$ cat src/rmcs_pkg.sv
// package: clock-switch modes, status struct, phase and pipeline constants
package rmcs_pkg;
  typedef enum logic [1:0] {SRC_PRIMARY, SRC_SECONDARY, SRC_INTERNAL} rmcs_src_t;
  typedef struct packed {
    logic secondaryOscActiveFlag;
    logic oscStartTimeoutFlag;
    logic primaryOscEnable;
    logic secondaryOscEnable;
  } rmcs_status_t;
  localparam int          SEL_W         = 2;
  localparam int          FREQ_W        = 3;
  localparam int          PC_W          = 21;
  localparam int          INSN_W        = 16;
  localparam int          PHASE_W       = 2;
  localparam logic [1:0]  PH_ONE        = 2'h0;
  localparam logic [1:0]  PH_TWO        = 2'h1;
  localparam logic [1:0]  PH_THREE      = 2'h2;
  localparam logic [1:0]  PH_FOUR       = 2'h3;
  localparam int          SEL_UPPER_BIT = 1;
  localparam int          SEL_LOWER_BIT = 0;
  localparam logic [1:0]  SEL_PRIMARY   = 2'h0;
  localparam logic [1:0]  SEL_SECONDARY = 2'h1;
  localparam logic [20:0] PC_STEP       = 21'h000001;
  localparam logic [15:0] INSN_NOP      = 16'h0000;
  localparam logic [2:0]  FREQ_RESET    = 3'h0;
endpackage

$ cat src/rmcs_clock_switch.sv
// clock source switch, quadrature phase generator and fetch/execute pipeline
`timescale 1ns/1ps
module rmcs_clock_switch
  import rmcs_pkg::*;
(
  input  wire logic                clock,
  input  wire logic                rst_n,
  input  wire logic [SEL_W-1:0]    clockSourceSelect,
  input  wire logic                idleOnSleepEnable,
  input  wire logic [FREQ_W-1:0]   internalFreqSelect,
  input  wire logic                primaryReadyPin,
  input  wire logic [INSN_W-1:0]   progMemData,
  input  wire logic                branchTaken,
  input  wire logic [PC_W-1:0]     branchTarget,
  output rmcs_src_t                activeSource,
  output rmcs_status_t             status,
  output logic [SEL_W-1:0]         clockSourceSelectEcho,
  output logic                     idleOnSleepEcho,
  output logic [FREQ_W-1:0]        internalFreqOut,
  output logic [PHASE_W-1:0]       phase,
  output logic [PC_W-1:0]          progCounter,
  output logic [INSN_W-1:0]        instrReg,
  output logic                     instrValid,
  output logic                     operandRead,
  output logic                     destWrite
);

  // external ready pin crosses into our clock
  // held clear while the primary is off, so a stale ready cannot outlive a restart
  logic primReadySync1_r;
  logic primReadySync2_r;
  logic primEnable_r;
  always_ff @(posedge clock or negedge rst_n)
  begin
    if (!rst_n)
    begin
      primReadySync1_r <= 1'b0;
      primReadySync2_r <= 1'b0;
    end
    else if (!primEnable_r)
    begin
      primReadySync1_r <= 1'b0;
      primReadySync2_r <= 1'b0;
    end
    else
    begin
      primReadySync1_r <= primaryReadyPin;
      primReadySync2_r <= primReadySync1_r;
    end
  end

  function automatic rmcs_src_t decodeSel(input logic [SEL_W-1:0] sel);
    if (sel[SEL_UPPER_BIT])
      decodeSel = SRC_INTERNAL;
    else if (sel == SEL_SECONDARY)
      decodeSel = SRC_SECONDARY;
    else
      decodeSel = SRC_PRIMARY;
  endfunction

  // phase counter, a divide by four of the system clock
  logic [PHASE_W-1:0] phase_r;
  logic               cycleEnd;
  assign cycleEnd = (phase_r == PH_FOUR);
  always_ff @(posedge clock or negedge rst_n)
  begin
    if (!rst_n)
      phase_r <= PH_ONE;
    else
      phase_r <= phase_r + 2'h1;
  end
  assign phase = phase_r;

  // source selection
  rmcs_src_t requested;
  rmcs_src_t active_r;
  logic      secActive_r;
  logic      timeout_r;
  logic      secEnable_r;
  logic      switchPending_r;
  logic      switchReady;
  assign requested = decodeSel(clockSourceSelect);

  // a primary move waits for its oscillator; others need only the boundary
  always_comb
  begin
    switchReady = 1'b1;
    if (requested == SRC_PRIMARY)
      switchReady = primReadySync2_r;
  end

  // switch delay: request registered, then applied at a cycle boundary
  always_ff @(posedge clock or negedge rst_n)
  begin
    if (!rst_n)
      switchPending_r <= 1'b0;
    else
      switchPending_r <= (requested != active_r);
  end

  always_ff @(posedge clock or negedge rst_n)
  begin
    if (!rst_n)
      active_r <= SRC_PRIMARY;
    else if (switchPending_r && (requested != active_r) && switchReady && cycleEnd)
      active_r <= requested;
  end
  assign activeSource = active_r;

  // primary oscillator enable
  always_ff @(posedge clock or negedge rst_n)
  begin
    if (!rst_n)
      primEnable_r <= 1'b1;
    else if (active_r == SRC_INTERNAL && requested == SRC_INTERNAL)
      primEnable_r <= 1'b0;
    else if (requested == SRC_PRIMARY)
      primEnable_r <= 1'b1;
  end

  // secondary oscillator enable; never stopped by a return to primary
  always_ff @(posedge clock or negedge rst_n)
  begin
    if (!rst_n)
      secEnable_r <= 1'b0;
    else if (requested == SRC_SECONDARY)
      secEnable_r <= 1'b1;
  end

  // status flags
  always_ff @(posedge clock or negedge rst_n)
  begin
    if (!rst_n)
    begin
      secActive_r <= 1'b0;
      timeout_r   <= 1'b0;
    end
    else
    begin
      secActive_r <= (active_r == SRC_SECONDARY);
      if (active_r == SRC_PRIMARY)
        timeout_r <= primReadySync2_r;
      else if (active_r == SRC_INTERNAL)
        timeout_r <= 1'b0;
    end
  end

  assign status.secondaryOscActiveFlag = secActive_r;
  assign status.oscStartTimeoutFlag    = timeout_r;
  assign status.primaryOscEnable       = primEnable_r;
  assign status.secondaryOscEnable     = secEnable_r;

  // software-owned bits passed through unchanged
  assign clockSourceSelectEcho = clockSourceSelect;
  assign idleOnSleepEcho       = idleOnSleepEnable;
  assign internalFreqOut       = internalFreqSelect;

  // pipeline
  logic [PC_W-1:0]   pc_r;
  logic [INSN_W-1:0] fetch_r;
  logic [INSN_W-1:0] ir_r;
  logic              irValid_r;
  logic              flush_r;

  always_ff @(posedge clock or negedge rst_n)
  begin
    if (!rst_n)
      pc_r <= '0;
    else if (phase_r == PH_ONE)
      pc_r <= pc_r + PC_STEP;
    else if (phase_r == PH_FOUR && branchTaken && irValid_r)
      pc_r <= branchTarget;
  end

  // fetched word latched in phase four
  always_ff @(posedge clock or negedge rst_n)
  begin
    if (!rst_n)
      fetch_r <= INSN_NOP;
    else if (phase_r == PH_FOUR)
      fetch_r <= progMemData;
  end

  // flush discards the word fetched alongside a branch
  always_ff @(posedge clock or negedge rst_n)
  begin
    if (!rst_n)
      flush_r <= 1'b0;
    else if (phase_r == PH_FOUR)
      flush_r <= branchTaken && irValid_r;
  end

  always_ff @(posedge clock or negedge rst_n)
  begin
    if (!rst_n)
    begin
      ir_r      <= INSN_NOP;
      irValid_r <= 1'b0;
    end
    else if (phase_r == PH_ONE)
    begin
      ir_r      <= fetch_r;
      irValid_r <= !flush_r;
    end
  end

  assign progCounter = pc_r;
  assign instrReg    = ir_r;
  assign instrValid  = irValid_r;
  assign operandRead = irValid_r && (phase_r == PH_TWO);
  assign destWrite   = irValid_r && (phase_r == PH_FOUR);

  // checks on the switch, the phases and the pipeline
  AST_PHASE_ADVANCE: assert property (@(posedge clock) disable iff (!rst_n)
    phase_r == PH_FOUR |=> phase_r == PH_ONE ##1 phase_r == PH_TWO)
    else $error("phase sequence broken");
  AST_PC_STEP: assert property (@(posedge clock) disable iff (!rst_n)
    phase_r == PH_ONE |=> pc_r == $past(pc_r) + PC_STEP)
    else $error("pc not stepped in phase one");
  AST_SWITCH_BOUNDARY: assert property (@(posedge clock) disable iff (!rst_n)
    active_r != $past(active_r) |-> phase_r == PH_ONE)
    else $error("source changed mid cycle");
  AST_PRI_WAITS: assert property (@(posedge clock) disable iff (!rst_n)
    $changed(active_r) && active_r == SRC_PRIMARY |-> $past(primReadySync2_r))
    else $error("primary used before ready");
  AST_PRI_ENABLED: assert property (@(posedge clock) disable iff (!rst_n)
    $changed(active_r) && active_r == SRC_PRIMARY |-> $past(primEnable_r, 2) && $past(primEnable_r, 3))
    else $error("primary used straight after restart");
  AST_PRI_ON_REQ: assert property (@(posedge clock) disable iff (!rst_n)
    requested == SRC_PRIMARY |=> primEnable_r)
    else $error("primary not started on request");
  AST_SEC_FLAG: assert property (@(posedge clock) disable iff (!rst_n)
    active_r == SRC_PRIMARY && $past(active_r) == SRC_PRIMARY |=> !secActive_r)
    else $error("secondary flag stuck");
  AST_RETURN_FLAGS: assert property (@(posedge clock) disable iff (!rst_n)
    $changed(active_r) && active_r == SRC_PRIMARY && $past(active_r) == SRC_SECONDARY
    |=> !secActive_r && timeout_r)
    else $error("flags wrong after return to primary");
  AST_INT_STOPS_PRI: assert property (@(posedge clock) disable iff (!rst_n)
    active_r == SRC_INTERNAL && requested == SRC_INTERNAL |=> !primEnable_r && !timeout_r)
    else $error("primary not stopped in internal run");
  AST_SEC_KEPT: assert property (@(posedge clock) disable iff (!rst_n)
    secEnable_r |=> secEnable_r)
    else $error("secondary oscillator stopped");
  AST_SEC_ON: assert property (@(posedge clock) disable iff (!rst_n)
    requested == SRC_SECONDARY |=> secEnable_r)
    else $error("secondary oscillator not started");
  AST_SWITCH_DELAY: assert property (@(posedge clock) disable iff (!rst_n)
    $changed(active_r) |-> $past(switchPending_r))
    else $error("switch without delay");
  AST_ECHO: assert property (@(posedge clock) disable iff (!rst_n)
    clockSourceSelectEcho == clockSourceSelect && idleOnSleepEcho == idleOnSleepEnable)
    else $error("software bits altered");
  AST_FREQ_NOW: assert property (@(posedge clock) disable iff (!rst_n)
    internalFreqOut == internalFreqSelect)
    else $error("frequency select not applied at once");
  AST_FETCH_P4: assert property (@(posedge clock) disable iff (!rst_n)
    phase_r == PH_FOUR |=> fetch_r == $past(progMemData))
    else $error("fetch not latched in phase four");
  AST_IR_LOAD: assert property (@(posedge clock) disable iff (!rst_n)
    phase_r == PH_ONE |=> ir_r == $past(fetch_r))
    else $error("instruction register not loaded");
  AST_IR_STABLE: assert property (@(posedge clock) disable iff (!rst_n)
    phase_r != PH_ONE |=> $stable(ir_r) && $stable(irValid_r))
    else $error("instruction changed during execute");
  AST_FLUSH: assert property (@(posedge clock) disable iff (!rst_n)
    phase_r == PH_FOUR && branchTaken && irValid_r |=> ##1 !irValid_r)
    else $error("branch did not flush");
  AST_BRANCH_PC: assert property (@(posedge clock) disable iff (!rst_n)
    phase_r == PH_FOUR && branchTaken && irValid_r |=> pc_r == $past(branchTarget))
    else $error("branch target not loaded");
  AST_WRITE_P4: assert property (@(posedge clock) disable iff (!rst_n)
    operandRead |-> ##2 destWrite)
    else $error("write not in phase four");

  // main switching and branch paths
  COV_TO_INTERNAL: cover property (@(posedge clock) disable iff (!rst_n)
    active_r == SRC_PRIMARY ##[1:40] active_r == SRC_INTERNAL);
  COV_SEC_TO_PRI: cover property (@(posedge clock) disable iff (!rst_n)
    active_r == SRC_SECONDARY ##[1:40] active_r == SRC_PRIMARY);
  COV_INT_TO_PRI: cover property (@(posedge clock) disable iff (!rst_n)
    active_r == SRC_INTERNAL ##[1:60] active_r == SRC_PRIMARY);
  COV_BRANCH: cover property (@(posedge clock) disable iff (!rst_n)
    phase_r == PH_FOUR && branchTaken && irValid_r);

endmodule

$ cat config.mk
export PLATFORM = sky130hd
export DESIGN_NAME = rmcs_clock_switch
export DESIGN_NICKNAME = d
export VERILOG_FILES = /design/src/rmcs_pkg.sv /design/src/rmcs_clock_switch.sv
export SDC_FILE = /design/constraint.sdc
export NUM_CORES = 1
export LEC_CHECK = 0
export BUFFER_PORTS_ARGS = -buffer_cell sky130_fd_sc_hd__buf_2
export CORE_MARGIN = 2
export CORE_UTILIZATION = 25
export CTS_CLUSTER_SIZE = 16
export DETAILED_ROUTE_END_ITERATION = 6
export PLACE_DENSITY = 0.54
export SYNTH_ARGS = -nofsm -noshare
export SYNTH_HDL_FRONTEND = slang
export SYNTH_SLANG_ARGS = --single-unit
$ cat constraint.sdc
create_clock -name clock -period 1.8 [get_ports clock]
set_input_delay 0.36 -clock clock [delete_from_list [all_inputs] [get_ports clock]]
set_output_delay 0.36 -clock clock [all_outputs]
set_load 0.03 [all_outputs]
# Yosys cells after proc, flatten, opt, wreduce, memory -nomap -nowiden
# Index checks and enable logic that the tools add are counted.
[totals]
register_bits = 66
out_inout_bits = 54
wordCells = 51
[classes]
n_addsub = 2
eq_ne = 8
muxes = 11
n_reduce_logical = 16
[op_table]
columns = ["cell", "n"]
rows = [
  ["21-bit two-way mux", 2],
  ["21-bit by 1-bit adder with 21-bit output, second input constant", 1],
  ["1-bit logical AND", 9],
  ["2-bit by 1-bit equality test with 1-bit output, second input constant", 4],
  ["1-bit two-way mux", 8],
  ["2-bit equality test, second input constant", 3],
  ["2-bit zero test", 3],
  ["2-bit nonzero test", 3],
  ["2-bit by 1-bit adder with 2-bit output, second input constant", 1],
  ["2-bit two-way mux", 1],
  ["2-bit inequality test", 1],
  ["1-bit zero test", 1],
]

# Logic depth before layout (Yosys ltp)
# Gate-level depths: netlist (run 1).
[depth]
depth_word = 7
ltp_mapped = 7
mapped_depth_nobuf = 6

# Worst setup path after synthesis (run 1)
# OpenSTA, ideal clock, no wires.
[synth_path]
path_type = "reg2reg"
start = "register phase_r[0], in the netlist phase[0]"
end = "register ir_r[0], in the netlist instrReg[0]"
setup_ns = 0.125
arrival_time_ns = 1.860
setup_slack_ns = -0.185
stages_incl_launch_ff = 6
path_buffers = 2
synth_period_minus_slack_ns = 1.985
path_cell_list = "dfrtp_1 -> inv_1 -> ha_1 -> clkbuf_1 -> buf_1 -> mux2_2"
[synth_between]
elab_chain_len = 1
[synth_lines]
columns = ["item", "line", "source"]
rows = [
  ["start: declaration", "rmcs_clock_switch.sv:62", "logic [PHASE_W-1:0] phase_r;"],
  ["start signal: assignment", "rmcs_clock_switch.sv:70", "phase_r <= phase_r + 2'h1;"],
  ["2-bit zero test", "rmcs_clock_switch.sv:200", "else if (phase_r == PH_ONE)"],
  ["end signal: assignment", "rmcs_clock_switch.sv:202", "ir_r <= fetch_r;"],
  ["end: declaration", "rmcs_clock_switch.sv:161", "logic [INSN_W-1:0] ir_r;"],
]
# No other way between the ends.
# A chain may end at the register's enable or synchronous reset.

# Worst setup path in the final report (run 1)
[layout_path]
start = "register phase_r[0], in the netlist phase[0]"
end = "output port destWrite"
[layout_between]
elab_chain_len = 2
[layout_lines]
columns = ["item", "line", "source"]
rows = [
  ["2-bit equality test", "rmcs_clock_switch.sv:211", "assign destWrite = irValid_r && (phase_r == PH_FOUR);"],
  ["1-bit logical AND", "rmcs_clock_switch.sv:211", ""],
  ["end: declaration", "rmcs_clock_switch.sv:25", "output logic destWrite"],
]
# No other way between the ends.

==> out/results.ini, run 1 <==
[worst_setup_path]
cp_data_arrival_time_ps=1370
cp_data_required_time_ps=1440
r2r-end=progCounter[20]
critPathMaxFanout=7
crit_type=reg -> out
rr_worst_depth=4
start_kind=flop
reg2reg_slack_ps=120
r2r_start=progCounter[10]
critPathCaptureType=output pin

[global_route]
antenna_found_initial=0
grtUsageTotal=0.135
grt_first_pass_wirelength_mm=13.4
grt_pass1_vias=2533
grt_max_degree=42
grt-ovfl-total=0

[yosys]
synth-edff-count=0
async_flop_share=1.00
synth_top_cell_by_area=dfrtp_1
synth_top_area_frac=0.535
ys_types=45
ys_ff_latch=66
synth_common_cells=dfrtp_1 (65), mux2_2 (33), nor2_1 (21)
synth_most_common_cell=dfrtp_1
synth_ff_type=dfrtp_1
synth_area_leaders=dfrtp_1 (53%), mux2_2 (12%), nor2_1 (2.6%)
synth_nets=318
syn_area_per_cell_sq_um=11.4
ys_warn_count=0
syn_inst=267
syn_area_sq_um=3040
ys_seq_area_frac=0.543

[clocking]
cts_sinks=66
cts_tree=yes
cts_max_level=3
cts_buffers=9
clk_latency_ps=330
clockBufferDepth=2
clk_pin_slew_ps=60
cts_root_buffer=clkbuf_16

[outcome]
outcome=finished clean

[cells_and_area]
fin_util=0.345
final_nets=428
syn2layout_area_growth_pct=35.7
layout-drive-gt1-share=0.487
insertedDiodeCount=0
final_area_sq_um=4130

[die]
io_pins=101
core_sq_um=12000
die_w_um=114
dieArea_sq_um=13100
initial_core_util=0.254
rows=40
die_y_um=114

[place]
dpl_cell_area_sq_um=3800
gp_congestion=0.794
place_hpwl_mm=6.20
port_buffers=92

[sta]
fmax_mhz=580
fin_crit_sh=0.959
relSlewSlack=0.713
setup_violations=0
final.setup_skew_ps=8.04
fin_crit_ps=1730
drv_slew=0
final.setup.tns_ps=0
rsz0062_at_grt=false
finalHoldViolCount=0
worstMarginPinSlew_ps=431

[detailed_routing]
route.detailed.drc=0
firstDrtPassIters=4
wirelength_mm=8.29
ant_nets=0
via_count=2539
vias_per_cell=4.80
wire_per_inst_um=15.7
drt_iter0_markers=115

[power]
total_power_mw=4.63
p_per_area_nw_per_um2=1120
p_leak_nw=1.84
peakVddDrop_uv=660

[min_path]
whs_path_depth=2
worstHoldStart=primaryReadyPin
hp-class=in -> reg
hold_end=primReadySync1_r

[job]
max-cap-violations=0

==> power breakdown <==
part,internal (mW),leakage [nW],switching [mW]
sequential,1.70,0.756,0.243
clock,0.969,0.127,0.633
combinational,0.390,0.953,0.691
total,3.06,1.84,1.57
==> cell usage in the layout, fill, tap and decap left out, drive strengths merged, types with 3 or more instances in the layout <==
cell    count
nand3      11
nor2       21
and3        5
nand2      12
mux2       33
ha          4
o211ai      3
dfrtp      65
a311oi      8
clkbuf     14
a31oi       5
a21oi      11
o21ai       9
nor3        4
inv         8
nand4       7
a211oi      4
and2        6
buf       117
==> critical path, cell delays in order, from the launching register on <==
cell and delay, ps:
dfrtp_2 410, ha_4 200, and2_1 200, buf_2 220
==> cells by family (layout without fill, tap and decap cells) <==
group / Yosys count / in the layout / synth area share
and+or+nand+nor: 76 / 76 / 0.130
xor gates and xnor gates: 1 / 1 / 0.00288
buffers and inverters: 27 / 142 / 0.0457
AOI/OAI and AO/OA: 58 / 58 / 0.133
DFF: 66 / 66 / 0.543
muxes: 35 / 35 / 0.129
adders and majority gates: 4 / 4 / 0.0165
==> worst max path at each step <==
stage	from	cells past startpoint	slack, ps	endpoint
after floorplan	phase[0]	5	20	progCounter[4]
after global placement	phase[0]	5	90	progCounter[4]
after detailed placement	phase[0]	5	110	progCounter[4]
after CTS	phase[0]	3	60	destWrite
after global routing	progCounter[8]	4	4	progCounter[20]
final	phase[0]	3	70	destWrite
==> stage by stage <==
step / instances / hold slack (ps) / setup slack [ps]
4_1_cts: 527 / 230 / 55.1
3_5_place_dp: 510 / 310 / 112
5_1_grt: 529 / 233 / 3.58
6_report: 529 / 242 / 74.5
3_3_place_gp: 510 / 307 / 89.6
2_1_floorplan: 267 / 64.4 / 22.0
==> flip-flops by register name, summed over array words and instances, names as in the netlist <==
| name | cells |
|---|---|
| primReadySync1_r | 1 |
| switchPending_r | 1 |
| primReadySync2_r | 1 |
| primEnable_r | 1 |
| flush_r | 1 |
| secActive_r | 1 |
| phase | 2 |
| progCounter | 21 |
| fetch_r | 16 |
| instrReg | 16 |
| timeout_r | 1 |
| activeSource | 2 |
| instrValid | 1 |
| secEnable_r | 1 |
==> per-layer routing <==
metal,wire (um),up-vias,share of wire,global-route usage
li1,-,1202,-,-
met1,3790,1231,0.46,0.177
met2,3800,92,0.46,0.209
met3,551,14,0.066,0.0392
met4,145,0,0.017,0.0585
met5,0,-,0,0
==> cell type report <==
cell class                      instances  area [sq um]
Fill cell                            1211          7840
Sequential cell                        66          1670
Multi-Input combinational cell        174          1300
Timing Repair Buffer                  118           683
Clock buffer                           14           254
Tap cell                              147           184
Inverter                                8          30.0
Clock inverter                          2          12.5
==> timing repair <==
action,CTS,global route
pin swaps,0,1
setup endpoints to repair,1,4
buffers inserted,0,2
hold buffers,1,0
endpoints found under the hold margin,13,0
resized for setup,2,4
Power figures use the tool's default switching activity.
==> run 2: changes to the inputs <==
- SETUP_SLACK_MARGIN: unset -> 0.5
==> out/results.ini, run 2 (same netlist as run 1, synthesis figures left out) <==
[worst_setup_path]
slowest_stage=dfrtp_2
critPathCaptureType=output pin
r2r-end=instrReg[13]
worstPathCellList=inv_2, ha_2, and2_4, buf_6
cp_data_arrival_time_ps=1270  ; -100 ps
cp_data_required_time_ps=1440  ; about the same
r2r_start=phase[0]
worst_path_largest_cell_delay_ps=440  ; +30 ps
critPathMaxFanout=3  ; -4
rr_worst_depth=7  ; +3
reg2reg_slack_ps=200  ; +80 ps
crit_type=reg -> out
start_kind=flop

[detailed_routing]
wirelength_mm=9.38  ; +13%
via_count=2904  ; +14%
ant_nets=0  ; unchanged
drt_iter0_markers=128  ; +11%
firstDrtPassIters=4  ; unchanged
wire_per_inst_um=15.9  ; +1.3%
route.detailed.drc=0  ; unchanged
vias_per_cell=4.91  ; +2.4%

[die]
die_w_um=114  ; unchanged
io_pins=101  ; unchanged
rows=40  ; unchanged
dieArea_sq_um=13100  ; unchanged
die_y_um=114  ; unchanged
core_sq_um=12000  ; unchanged
initial_core_util=0.254  ; unchanged

[sta]
final.setup_skew_ps=9.19  ; +1.16 ps
finalHoldViolCount=0  ; unchanged
fmax_mhz=613  ; +5.7%
worstMarginPinSlew_ps=370  ; -60.9 ps
final.setup.tns_ps=0  ; unchanged
relSlewSlack=0.754  ; +0.0406
setup_violations=0  ; unchanged
fin_crit_sh=0.907  ; -0.0516
rsz0062_at_grt=true
drv_slew=0  ; unchanged
fin_crit_ps=1630  ; -92.9 ps

[cells_and_area]
layout_common_cells=buf_2 (63), buf_4 (53), buf_6 (52)
regArea_sq_um=1680  ; +0.98%
insertedDiodeCount=0  ; unchanged
syn2layout_area_growth_pct=73.1
nFillCells=1099  ; -9.2%
layout-drive-gt1-share=0.651  ; +0.164
final_common_cell=buf_2
largest_reg_flops=21  ; unchanged
final_nets=490  ; +14%
fin_util=0.440  ; +0.0951
multiInputGateArea_sq_um=1530  ; +18%

[clocking]
clockBufferDepth=2  ; unchanged
clk_pin_slew_ps=60  ; about the same
clk_latency_ps=340  ; about the same
cts_tree=yes
cts_buffers=9  ; unchanged
cts_sinks=66  ; unchanged
cts_root_buffer=clkbuf_16
cts_max_level=3  ; unchanged

[outcome]
outcome=finished clean

[power]
peakVddDrop_uv=729  ; +10%
p_per_area_nw_per_um2=1030  ; -8.1%
p_leak_nw=2.32  ; +27%

[place]
port_buffers=92  ; unchanged
gp_congestion=0.774  ; -2.5%
place_hpwl_mm=5.43  ; -12%

[job]
max-cap-violations=0  ; unchanged

[global_route]
grtUsageTotal=0.146  ; +0.0104
grt-ovfl-total=0  ; unchanged
antenna_found_initial=0  ; unchanged
grt_max_degree=67  ; +60%
grt_pass1_vias=2955  ; +17%
grt_first_pass_wirelength_mm=14.5  ; +8.0%

[min_path]
hp-class=in -> async

==> run 2: timing repair <==
| action | in CTS | in global routing |
|---|---|---|
| setup endpoints to repair | 86 | 80 |
| hold buffers | 0 | 0 |
| setup buffers | 54 | 16 |
| cloned | 3 | 1 |
| pin swaps | 17 | 18 |
| resized for setup | 107 | 32 |
==> run 2: worst max-delay path by stage <==
stage	cells after the start	start	endpoint	slack, ps
6_report	4	phase[1]	operandRead	170
3_5_place_dp	4	progCounter[7]	progCounter[20]	130
3_3_place_gp	5	progCounter[1]	progCounter[20]	160
4_1_cts	4	phase[1]	operandRead	160
2_1_floorplan	4	progCounter[10]	progCounter[20]	150
5_1_grt	7	phase[0]	progCounter[10]	110
==> run 2: routing by layer <==
| layer | global-route usage | share of wire | wire length [um] | vias to the layer above |
|---|---|---|---|---|
| met5 | 0 | 0 | 0 | - |
| met4 | 0.0854 | 0.035 | 332 | 0 |
| met3 | 0.0424 | 0.066 | 621 | 24 |
| met2 | 0.241 | 0.48 | 4520 | 119 |
| met1 | 0.168 | 0.42 | 3910 | 1427 |
| li1 | - | - | - | 1334 |
==> run 2: area by class of cell <==
cell class | count | area share
flip-flops and latches | 66 | 0.319
repair buffers | 179 | 0.292
multi-input cells | 175 | 0.291
clock buffers | 10 | 0.0435
well taps | 147 | 0.0349
clock inverters | 6 | 0.0128
inverters | 8 | 0.00618
==> run 2: metrics by stage <==
step	area [sq um]	instances	hold WS, ps	power, mW	setup slack, ps
6_report	5260	591	24.3	5.43	167
5_1_grt	5260	591	52.2	5.70	112
4_1_cts	4970	574	41.0	5.39	159
3_5_place_dp	3810	501	405	3.06	133
3_3_place_gp	3810	501	406	3.04	155
2_1_floorplan	3190	267	64.4	2.68	146
==> run 2: worst max-delay path: cells and delay by family, from the launching register on <==
family	cells	cell delay, ps
flip-flops	1	440
AND/OR/NAND/NOR	1	130
buffers and inverters	2	210
adder cells (fa/ha/maj)	1	160
==> run 2: report_power, final <==
part           total, mW  switching (mW)  internal, mW
logic               1.77           0.907         0.867
clock network       1.75           0.673          1.08
registers           1.90           0.190          1.71
